--- config.mk ---
export PLATFORM = sky130hd
export DESIGN_NAME = rtcev_top
export DESIGN_NICKNAME = d
export VERILOG_FILES = /design/src/verilog/rtcev_top.v /design/src/verilog/rtcev_evsync.v /design/src/verilog/rtcev_irqbit.v
export VERILOG_INCLUDE_DIRS = /design/src /design/src/verilog
export SDC_FILE = /design/constraint.sdc
export NUM_CORES = 1
export LEC_CHECK = 0
export ABC_AREA = 0
export BUFFER_PORTS_ARGS = -buffer_cell sky130_fd_sc_hd__buf_2
export CORE_ASPECT_RATIO = 0.7
export CORE_MARGIN = 5
export CORE_UTILIZATION = 35
export CTS_BUF_LIST = sky130_fd_sc_hd__clkbuf_4 sky130_fd_sc_hd__clkbuf_8 sky130_fd_sc_hd__clkbuf_16
export DETAILED_ROUTE_END_ITERATION = 12
export GPL_ROUTABILITY_DRIVEN = 0
export PLACE_DENSITY = 0.54
export SETUP_SLACK_MARGIN = 0.3
export SLEW_MARGIN = 20
export SYNTH_ARGS = -nofsm -noshare
export SYNTH_HDL_FRONTEND = slang
export SYNTH_SLANG_ARGS = --single-unit
--- constraint.sdc ---
create_clock -name pclk -period 2.3 [get_ports pclk]
set_input_delay 0.345 -clock pclk [delete_from_list [all_inputs] [get_ports pclk]]
set_output_delay 0.345 -clock pclk [all_outputs]
set_load 0.005 [all_outputs]
--- src/verilog/rtcev_map.vh ---
// Register indices, field positions, reset values and mode codes of the event and interrupt block
`ifndef RTCEV_MAP_VH
`define RTCEV_MAP_VH

// Register indices; the byte address is four times the index
`define RTCEV_IDX_CTRL       6'h00
`define RTCEV_IDX_READREQ    6'h02
`define RTCEV_IDX_EVENT_OUTPUT_CONTROL     6'h04
`define RTCEV_IDX_INTERRUPT_ENABLE_CLEAR   6'h06
`define RTCEV_IDX_INTERRUPT_ENABLE_SET   6'h07
`define RTCEV_IDX_INTFLAG    6'h08
`define RTCEV_IDX_INTFLAGCLR 6'h09
`define RTCEV_IDX_STATUS     6'h0a
`define RTCEV_IDX_COUNT      6'h10
`define RTCEV_IDX_WPROT      6'h20

// Fixed read synchronisation target
`define RTCEV_SYNC_TARGET    6'h10

// Control register fields
`define RTCEV_CTRL_ENABLE    1
`define RTCEV_CTRL_MODE_LO   2
`define RTCEV_CTRL_MODE_HI   3

// Read request fields
`define RTCEV_READ_SYNC_REQUEST_BIT       15

// Event control fields
`define RTCEV_EV_OVF         15
`define RTCEV_EV_CMP1        9
`define RTCEV_EV_COMPARE0_IRQ_ENABLE        8
`define RTCEV_EV_PER_HI      7
`define RTCEV_EV_PER_LO      0

// Writable masks of the event control register per mode
`define RTCEV_EVMASK_WIDE    16'h81ff
`define RTCEV_EVMASK_HALF    16'h83ff
`define RTCEV_EVMASK_CAL     16'h81ff

// Interrupt enable and flag fields
`define RTCEV_INT_OVF        7
`define RTCEV_INT_SYNC_READY_IRQ_ENABLE    6
`define RTCEV_INT_CMP1       1
`define RTCEV_INT_COMPARE0_IRQ_ENABLE       0

// Status fields
`define RTCEV_STAT_BUSY      7

// Operating modes
`define RTCEV_MODE_WIDE      2'h0
`define RTCEV_MODE_HALF      2'h1
`define RTCEV_MODE_CAL       2'h2

// Reset values
`define RTCEV_RST_CTRL       16'h0000
`define RTCEV_RST_EVENT_OUTPUT_CONTROL     16'h0000
`define RTCEV_RST_INTEN      8'h00

`endif

--- src/verilog/rtcev_top.v ---
// Event output enables, interrupt enables and read synchronisation of the real-time counter
//
// Register access over APB was chosen for this implementation.
`timescale 1ns/10ps
`default_nettype none
`include "rtcev_map.vh"

module rtcev_top (
    input  wire        pclk,
    input  wire        presetn,
    input  wire        psel,
    input  wire        penable,
    input  wire        pwrite,
    input  wire [11:0] paddr,
    input  wire [31:0] pwdata,
    output reg  [31:0] prdata,
    output reg         pready,
    output reg         pslverr,
    input  wire        ovf_tgl,
    input  wire        compare0_irq_enable_tgl,
    input  wire        cmp1_tgl,
    input  wire [7:0]  per_tgl,
    input  wire        sync_ack_tgl,
    input  wire [31:0] count_value,
    output reg         sync_req_tgl,
    output reg         ev_ovf,
    output reg         ev_compare0_irq_enable,
    output reg         ev_cmp1,
    output reg         ev_alarm0,
    output reg  [7:0]  ev_per,
    output reg         irq
);

    // Register storage
    reg  [15:0] ctrl_r;
    reg  [15:0] event_output_control_r;
    reg         wprot_r;
    reg         busy_r;
    reg  [31:0] count_q_r;

    // Bus decode
    wire        acc_phase;
    wire        wr_take;
    wire [5:0]  idx;
    wire        addr_ok;
    wire        idx_mapped;
    reg         idx_mapped_c;
    reg  [31:0] rd_nxt;

    // Synchronised pulses from the counter domain
    wire        ovf_p;
    wire        compare0_irq_enable_p;
    wire        cmp1_p;
    wire [7:0]  per_p;
    wire        ack_p;

    // Interrupt sources
    wire        flag_ovf;
    wire        flag_sync;
    wire        flag_compare0_irq_enable;
    wire        flag_cmp1;
    wire        en_ovf;
    wire        en_sync;
    wire        en_compare0_irq_enable;
    wire        en_cmp1;
    wire        req_ovf;
    wire        req_sync;
    wire        req_compare0_irq_enable;
    wire        req_cmp1;

    // Mode and protection
    wire [1:0]  mode;
    wire        mode_wide;
    wire        mode_half;
    wire        mode_cal;
    wire        periph_on;
    reg  [15:0] evmask;

    // Write strobes per register
    wire        wr_ctrl;
    wire        wr_readreq;
    wire        wr_event_output_control;
    wire        wr_enclr;
    wire        wr_enset;
    wire        wr_flagclr;
    wire        wr_wprot;
    wire [7:0]  wbyte;

    assign mode      = ctrl_r[`RTCEV_CTRL_MODE_HI:`RTCEV_CTRL_MODE_LO];
    assign mode_wide = (mode == `RTCEV_MODE_WIDE);
    assign mode_half = (mode == `RTCEV_MODE_HALF);
    assign mode_cal  = (mode == `RTCEV_MODE_CAL);
    assign periph_on = ctrl_r[`RTCEV_CTRL_ENABLE];

    // Writable event control bits follow the mode layout
    always @* begin
        case (mode)
            `RTCEV_MODE_WIDE: evmask = `RTCEV_EVMASK_WIDE;
            `RTCEV_MODE_HALF: evmask = `RTCEV_EVMASK_HALF;
            `RTCEV_MODE_CAL:  evmask = `RTCEV_EVMASK_CAL;
            default:          evmask = 16'h0000;
        endcase
    end

    // APB decode: word aligned, index in address bits 7 to 2, bits 11 to 8 zero
    assign acc_phase  = psel & penable;
    assign wr_take    = acc_phase & pready & pwrite & ~pslverr;
    assign idx        = paddr[7:2];
    assign addr_ok    = (paddr[1:0] == 2'b00) && (paddr[11:8] == 4'h0);
    assign idx_mapped = addr_ok & idx_mapped_c;
    assign wbyte      = pwdata[7:0];

    // Index table of mapped registers
    always @* begin
        case (idx)
            `RTCEV_IDX_CTRL:       idx_mapped_c = 1'b1;
            `RTCEV_IDX_READREQ:    idx_mapped_c = 1'b1;
            `RTCEV_IDX_EVENT_OUTPUT_CONTROL:     idx_mapped_c = 1'b1;
            `RTCEV_IDX_INTERRUPT_ENABLE_CLEAR:   idx_mapped_c = 1'b1;
            `RTCEV_IDX_INTERRUPT_ENABLE_SET:   idx_mapped_c = 1'b1;
            `RTCEV_IDX_INTFLAG:    idx_mapped_c = 1'b1;
            `RTCEV_IDX_INTFLAGCLR: idx_mapped_c = 1'b1;
            `RTCEV_IDX_STATUS:     idx_mapped_c = 1'b1;
            `RTCEV_IDX_COUNT:      idx_mapped_c = 1'b1;
            `RTCEV_IDX_WPROT:      idx_mapped_c = 1'b1;
            default:               idx_mapped_c = 1'b0;
        endcase
    end

    // Write strobes; protected registers ignore writes while locked
    assign wr_ctrl    = wr_take & (idx == `RTCEV_IDX_CTRL) & ~wprot_r;
    assign wr_readreq = wr_take & (idx == `RTCEV_IDX_READREQ);
    assign wr_event_output_control  = wr_take & (idx == `RTCEV_IDX_EVENT_OUTPUT_CONTROL) & ~wprot_r & ~periph_on;
    assign wr_enclr   = wr_take & (idx == `RTCEV_IDX_INTERRUPT_ENABLE_CLEAR) & ~wprot_r;
    assign wr_enset   = wr_take & (idx == `RTCEV_IDX_INTERRUPT_ENABLE_SET) & ~wprot_r;
    assign wr_flagclr = wr_take & (idx == `RTCEV_IDX_INTFLAGCLR);
    assign wr_wprot   = wr_take & (idx == `RTCEV_IDX_WPROT);

    // Read mux
    always @* begin
        rd_nxt = 32'h0000_0000;
        case (idx)
            `RTCEV_IDX_CTRL:     rd_nxt = {16'h0000, ctrl_r};
            `RTCEV_IDX_READREQ:  rd_nxt = {26'h0000000, `RTCEV_SYNC_TARGET};
            `RTCEV_IDX_EVENT_OUTPUT_CONTROL:   rd_nxt = {16'h0000, event_output_control_r};
            `RTCEV_IDX_INTERRUPT_ENABLE_CLEAR: rd_nxt = {24'h000000, en_ovf, en_sync, 4'h0, en_cmp1, en_compare0_irq_enable};
            `RTCEV_IDX_INTERRUPT_ENABLE_SET: rd_nxt = {24'h000000, en_ovf, en_sync, 4'h0, en_cmp1, en_compare0_irq_enable};
            `RTCEV_IDX_INTFLAG:  rd_nxt = {24'h000000, flag_ovf, flag_sync, 4'h0, flag_cmp1, flag_compare0_irq_enable};
            `RTCEV_IDX_STATUS:   rd_nxt = {24'h000000, busy_r, 7'h00};
            `RTCEV_IDX_COUNT:    rd_nxt = count_q_r;
            `RTCEV_IDX_WPROT:    rd_nxt = {31'h00000000, wprot_r};
            default:             rd_nxt = 32'h0000_0000;
        endcase
    end

    // APB slave: one wait state, then ready with data or error
    always @(posedge pclk or negedge presetn) begin
        if (!presetn) begin
            pready  <= 1'b0;
            pslverr <= 1'b0;
            prdata  <= 32'h0000_0000;
        end else begin
            if (acc_phase && !pready) begin
                pready  <= 1'b1;
                pslverr <= ~idx_mapped;
                prdata  <= (idx_mapped && !pwrite) ? rd_nxt : 32'h0000_0000;
            end else begin
                pready  <= 1'b0;
                pslverr <= 1'b0;
                prdata  <= 32'h0000_0000;
            end
        end
    end

    // Control, event control and protection registers
    always @(posedge pclk or negedge presetn) begin
        if (!presetn) begin
            ctrl_r   <= `RTCEV_RST_CTRL;
            event_output_control_r <= `RTCEV_RST_EVENT_OUTPUT_CONTROL;
            wprot_r  <= 1'b0;
        end else begin
            if (wr_ctrl) begin
                ctrl_r <= {12'h000, pwdata[3:1], 1'b0};
            end
            if (wr_event_output_control) begin
                event_output_control_r <= pwdata[15:0] & evmask;
            end
            if (wr_wprot) begin
                wprot_r <= pwdata[0];
            end
        end
    end

    // Read synchronisation: toggle out, wait for acknowledge, capture value
    always @(posedge pclk or negedge presetn) begin
        if (!presetn) begin
            busy_r       <= 1'b0;
            sync_req_tgl <= 1'b0;
            count_q_r    <= 32'h0000_0000;
        end else begin
            if (ack_p && busy_r) begin
                busy_r    <= 1'b0;
                count_q_r <= count_value;
            end else if (wr_readreq && pwdata[`RTCEV_READ_SYNC_REQUEST_BIT] && !busy_r) begin
                busy_r       <= 1'b1;
                sync_req_tgl <= ~sync_req_tgl;
            end
        end
    end

    // Counter-domain events through three-flop synchronisers
    rtcev_evsync u_sync_ovf (
        .pclk    (pclk),
        .presetn (presetn),
        .tgl_in  (ovf_tgl),
        .pulse   (ovf_p)
    );

    rtcev_evsync u_sync_compare0_irq_enable (
        .pclk    (pclk),
        .presetn (presetn),
        .tgl_in  (compare0_irq_enable_tgl),
        .pulse   (compare0_irq_enable_p)
    );

    rtcev_evsync u_sync_cmp1 (
        .pclk    (pclk),
        .presetn (presetn),
        .tgl_in  (cmp1_tgl),
        .pulse   (cmp1_p)
    );

    rtcev_evsync u_sync_ack (
        .pclk    (pclk),
        .presetn (presetn),
        .tgl_in  (sync_ack_tgl),
        .pulse   (ack_p)
    );

    genvar gi;
    generate
        for (gi = 0; gi < 8; gi = gi + 1) begin : g_per
            rtcev_evsync u_sync_per (
                .pclk    (pclk),
                .presetn (presetn),
                .tgl_in  (per_tgl[gi]),
                .pulse   (per_p[gi])
            );
        end
    endgenerate

    // Gated event outputs, one cycle each
    always @(posedge pclk or negedge presetn) begin
        if (!presetn) begin
            ev_ovf    <= 1'b0;
            ev_compare0_irq_enable   <= 1'b0;
            ev_cmp1   <= 1'b0;
            ev_alarm0 <= 1'b0;
            ev_per    <= 8'h00;
        end else begin
            ev_ovf    <= ovf_p & event_output_control_r[`RTCEV_EV_OVF];
            ev_compare0_irq_enable   <= compare0_irq_enable_p & event_output_control_r[`RTCEV_EV_COMPARE0_IRQ_ENABLE] & (mode_wide | mode_half);
            ev_cmp1   <= cmp1_p & event_output_control_r[`RTCEV_EV_CMP1] & mode_half;
            ev_alarm0 <= compare0_irq_enable_p & event_output_control_r[`RTCEV_EV_COMPARE0_IRQ_ENABLE] & mode_cal;
            ev_per    <= per_p & event_output_control_r[`RTCEV_EV_PER_HI:`RTCEV_EV_PER_LO];
        end
    end

    // Interrupt sources; clear bits only act on ones
    rtcev_irqbit u_irq_ovf (
        .pclk     (pclk),
        .presetn  (presetn),
        .set_ev   (ovf_p),
        .flag_clr (wr_flagclr & wbyte[`RTCEV_INT_OVF]),
        .en_set   (wr_enset & wbyte[`RTCEV_INT_OVF]),
        .en_clr   (wr_enclr & wbyte[`RTCEV_INT_OVF]),
        .flag     (flag_ovf),
        .en       (en_ovf),
        .req      (req_ovf)
    );

    rtcev_irqbit u_irq_sync (
        .pclk     (pclk),
        .presetn  (presetn),
        .set_ev   (ack_p & busy_r),
        .flag_clr (wr_flagclr & wbyte[`RTCEV_INT_SYNC_READY_IRQ_ENABLE]),
        .en_set   (wr_enset & wbyte[`RTCEV_INT_SYNC_READY_IRQ_ENABLE]),
        .en_clr   (wr_enclr & wbyte[`RTCEV_INT_SYNC_READY_IRQ_ENABLE]),
        .flag     (flag_sync),
        .en       (en_sync),
        .req      (req_sync)
    );

    rtcev_irqbit u_irq_compare0_irq_enable (
        .pclk     (pclk),
        .presetn  (presetn),
        .set_ev   (compare0_irq_enable_p),
        .flag_clr (wr_flagclr & wbyte[`RTCEV_INT_COMPARE0_IRQ_ENABLE]),
        .en_set   (wr_enset & wbyte[`RTCEV_INT_COMPARE0_IRQ_ENABLE]),
        .en_clr   (wr_enclr & wbyte[`RTCEV_INT_COMPARE0_IRQ_ENABLE]),
        .flag     (flag_compare0_irq_enable),
        .en       (en_compare0_irq_enable),
        .req      (req_compare0_irq_enable)
    );

    rtcev_irqbit u_irq_cmp1 (
        .pclk     (pclk),
        .presetn  (presetn),
        .set_ev   (cmp1_p & mode_half),
        .flag_clr (wr_flagclr & wbyte[`RTCEV_INT_CMP1]),
        .en_set   (wr_enset & wbyte[`RTCEV_INT_CMP1] & mode_half),
        .en_clr   (wr_enclr & wbyte[`RTCEV_INT_CMP1]),
        .flag     (flag_cmp1),
        .en       (en_cmp1),
        .req      (req_cmp1)
    );

    // Level interrupt output from any enabled flag
    always @(posedge pclk or negedge presetn) begin
        if (!presetn) begin
            irq <= 1'b0;
        end else begin
            irq <= req_ovf | req_sync | req_compare0_irq_enable | req_cmp1;
        end
    end

endmodule // rtcev_top

`default_nettype wire

--- src/verilog/rtcev_evsync.v ---
// Three-stage toggle synchroniser that turns a far-domain toggle into a one-cycle pulse
`timescale 1ns/10ps
`default_nettype none

module rtcev_evsync (
    input  wire pclk,
    input  wire presetn,
    input  wire tgl_in,
    output reg  pulse
);

    reg stage1_r;
    reg stage2_r;
    reg stage3_r;
    reg accepted_r;

    // Three flops; a change counts once stages two and three agree
    always @(posedge pclk or negedge presetn) begin
        if (!presetn) begin
            stage1_r   <= 1'b0;
            stage2_r   <= 1'b0;
            stage3_r   <= 1'b0;
            accepted_r <= 1'b0;
            pulse      <= 1'b0;
        end else begin
            stage1_r <= tgl_in;
            stage2_r <= stage1_r;
            stage3_r <= stage2_r;
            pulse    <= 1'b0;
            if ((stage2_r == stage3_r) && (stage3_r != accepted_r)) begin
                accepted_r <= stage3_r;
                pulse      <= 1'b1;
            end
        end
    end

endmodule // rtcev_evsync

`default_nettype wire

--- src/verilog/rtcev_irqbit.v ---
// One interrupt source: sticky flag, enable with set and clear, masked request
`timescale 1ns/10ps
`default_nettype none

module rtcev_irqbit (
    input  wire pclk,
    input  wire presetn,
    input  wire set_ev,
    input  wire flag_clr,
    input  wire en_set,
    input  wire en_clr,
    output reg  flag,
    output reg  en,
    output wire req
);

    // Flag set wins over a clear in the same cycle
    always @(posedge pclk or negedge presetn) begin
        if (!presetn) begin
            flag <= 1'b0;
            en   <= 1'b0;
        end else begin
            if (set_ev) begin
                flag <= 1'b1;
            end else if (flag_clr) begin
                flag <= 1'b0;
            end
            if (en_set) begin
                en <= 1'b1;
            end else if (en_clr) begin
                en <= 1'b0;
            end
        end
    end

    // Request only while flag and enable are both high
    assign req = flag & en;

endmodule // rtcev_irqbit

`default_nettype wire

==> results.toml <==
[outcome]
outcome = "complete, no violations"

[finish]
fin_area_sq_um = 7530
mostFrequentLayoutCells = "164 x dfrtp_1, 118 x buf_2, 51 x nand2_1"
final_util = 0.444
final_common_cell = "dfrtp_1"
antenna_cells = 0
layout-drive-gt1-share = 0.348
nets = 674
syn2layout_area_growth_pct = 25.9

[synthesis]
yosysWarnings = 0
synth-seq-cells = 164
ys_types = 42
async_reset_ff_frac = 1.00
synth_nets = 537
synth_edf_count = 0
ys_seq_area_frac = 0.687
syn_area_per_cell_sq_um = 13.5
syn_inst = 444
syn_area_sq_um = 5980
synth_ff_type = "dfrtp_1"

[drt]
drt_iter0_drc = 236
first_pass_iters = 4
postRouteAntennaNets = 0
drcViolationCount = 0
wire_per_inst_um = 16.0
vias_per_cell = 4.54
vias = 3745
wirelength_um = 13200

[die]
dieArea_sq_um = 19800
rows = 40
ios = 141
initial_core_util = 0.352
die_y_um = 119
dieWidth_um = 166
coreArea_sq_um = 17000

[placed_design]
hpwlAfterDp_um = 9360
place_area_sq_um = 6920
port_buffers = 119
pre_cts_slack_ns = 0.260

[worst_setup_path]
crit_slowest_cell = "a311o_1"
crit_type = "reg2reg"
critPathMaxStageDelay_ns = 0.57
critPathArrivalTime_ns = 2.07
cp-start-kind = "flip-flop"
cp_cell_sequence = "or3_1, a311o_1, nor2_1"
cp-end-kind = "flip-flop"
crit_required_ns = 2.62
cp_max_fo = 11

[global_route]
first_global_vias = 4064
met1_usage = 0.193
grt_max_degree = 65
grt_antenna_before_repair = 0
grt_util_all_layers = 0.141
busiest_layer = "met2"
grt_use_met3 = 0.0544
grt.overflow.total = 0
grt_pass1_wl_um = 21700
gr-usage-met2 = 0.212

[cts]
clk_pin_slew_ns = 0.06
clock_latency_ns = 0.41
h-tree-depth = 4
cts_tree = "yes"
clock-root-buffer = "clkbuf_16"
clock_path_buffers = 2
clock-sinks = 164
cts_resized = 0
numCtsBuffers = 17

[timing]
rsz0062_at_grt = "no"
relSlewSlack = 0.559
setup_viol = 0
final.period_utilization = 0.761
fmax_mhz = 571
fin_skew_ns = 0.00794
hold_viol_final = 0
finalSetupTns_ns = 0
worst_pin_slew_ns = 0.661
slew_violations = 0
hold_slack_ns = 0.0329
min_period_ns = 1.75
timing.final.ws_setup_ns = 0.550

[power]
max-vdd-ir-drop_mv = 0.437
power.density_nw_per_um2 = 823
p_leak_nw = 3.77

[run]
cap_violations = 0

[min_path]
hold_class = "in2reg"
==> worst paths after layout <==
path / slack, ns / from / cells past startpoint / endpoint
worst max-delay path: 0.55 / pready / 3 / prdata[15]
worst min-delay path: 0.03 / per_tgl[0] / 1 / g_per[0].u_sync_per.stage1_r
worst max register to register: 0.55 / pready / 3 / prdata[15]
worst min register to register: 0.35 / g_per[5].u_sync_per.stage1_r / 0 / g_per[5].u_sync_per.stage2_r
max in group asynchronous: 1.14 / presetn / 3 / count_q_r[25]
min in group asynchronous: 0.43 / presetn / 2 / count_q_r[16]
==> timing repair <==
item / 4_1_cts / 5_1_grt
endpoints found under the hold margin: 39 / 0
endpoints found under the setup margin: 0 / 0
hold buffers: 1 / 0
buffers inserted: 0 / 0
==> stage by stage <==
step | total power, mW | std cells
CTS | 6.29 | 825
floorplan | 3.23 | 444
detailed placement | 3.44 | 792
finish | 6.19 | 825
global route | 6.46 | 825
global placement | 3.42 | 792
==> cell usage after synthesis (all sizes together) (2+ instances only) <==
cell	number	area, sq um
a21o	4	30.0
a21oi	5	25.0
a22o	3	26.3
a22oi	14	105
a31oi	2	12.5
and2	32	200
and3	2	12.5
buf	7	43.8
clkbuf	5	21.3
dfrtp	164	4100
inv	13	48.8
maj3	12	120
mux2	39	439
mux2i	12	120
nand2	51	191
nand2b	4	25.0
nand3	6	30.0
nand4	2	12.5
nor2	26	114
nor2b	4	25.0
nor3	5	30.0
nor4	3	25.0
o21ai	15	75.1
or3	2	12.5
==> cell families (layout without fill, tap and decap cells) <==
family | Yosys count | in the layout | share of synthesized area
adder cells (fa/ha/maj) | 12 | 12 | 0.0201
flip-flops | 164 | 164 | 0.687
multiplexers | 51 | 51 | 0.0936
AND/OR/NAND/NOR | 143 | 143 | 0.125
AO/OA/AOI/OAI | 48 | 48 | 0.0538
XOR/XNOR | 1 | 1 | 0.00147
buffers and inverters | 25 | 175 | 0.0191
==> worst max-delay path, delay by kind of cell, from the launching register on <==
| family | cells | cell delay, ns |
|---|---|---|
| compound gates | 1 | 0.57 |
| simple gates | 2 | 0.68 |
| flops | 1 | 0.41 |
==> sequential cells by signal (all words and copies together) (netlist names), 3 cells and up <==
name,count
ev_per,8
g_per.u_sync_per.stage2_r,8
event_output_control_r,11
g_per.u_sync_per.pulse,8
count_q_r,32
g_per.u_sync_per.stage1_r,8
ctrl_r,3
g_per.u_sync_per.stage3_r,8
prdata,32
g_per.u_sync_per.accepted_r,8
==> cell type report <==
cell class                      instances  area (sq um)
Fill cell                            1553          9440
Clock inverter                         11           123
Timing Repair Buffer                  130           724
Inverter                               13          48.8
Tap cell                              231           289
Clock buffer                           21           474
Multi-Input combinational cell        255          1760
Sequential cell                       164          4100
==> where the power goes <==
part           leakage [nW]  internal, mW  switching (mW)
sequential             2.01          3.01          0.0697
clock                 0.297          1.70            1.12
combinational          1.46         0.141           0.158
total                  3.77          4.85            1.34
==> routing by layer <==
metal,vias up,part of all wire
li1,1795,-
met1,1865,0.47
met2,78,0.46
met3,7,0.054
met4,0,0.0086
met5,-,0
Note: power is estimated with default switching activity, not from simulation.
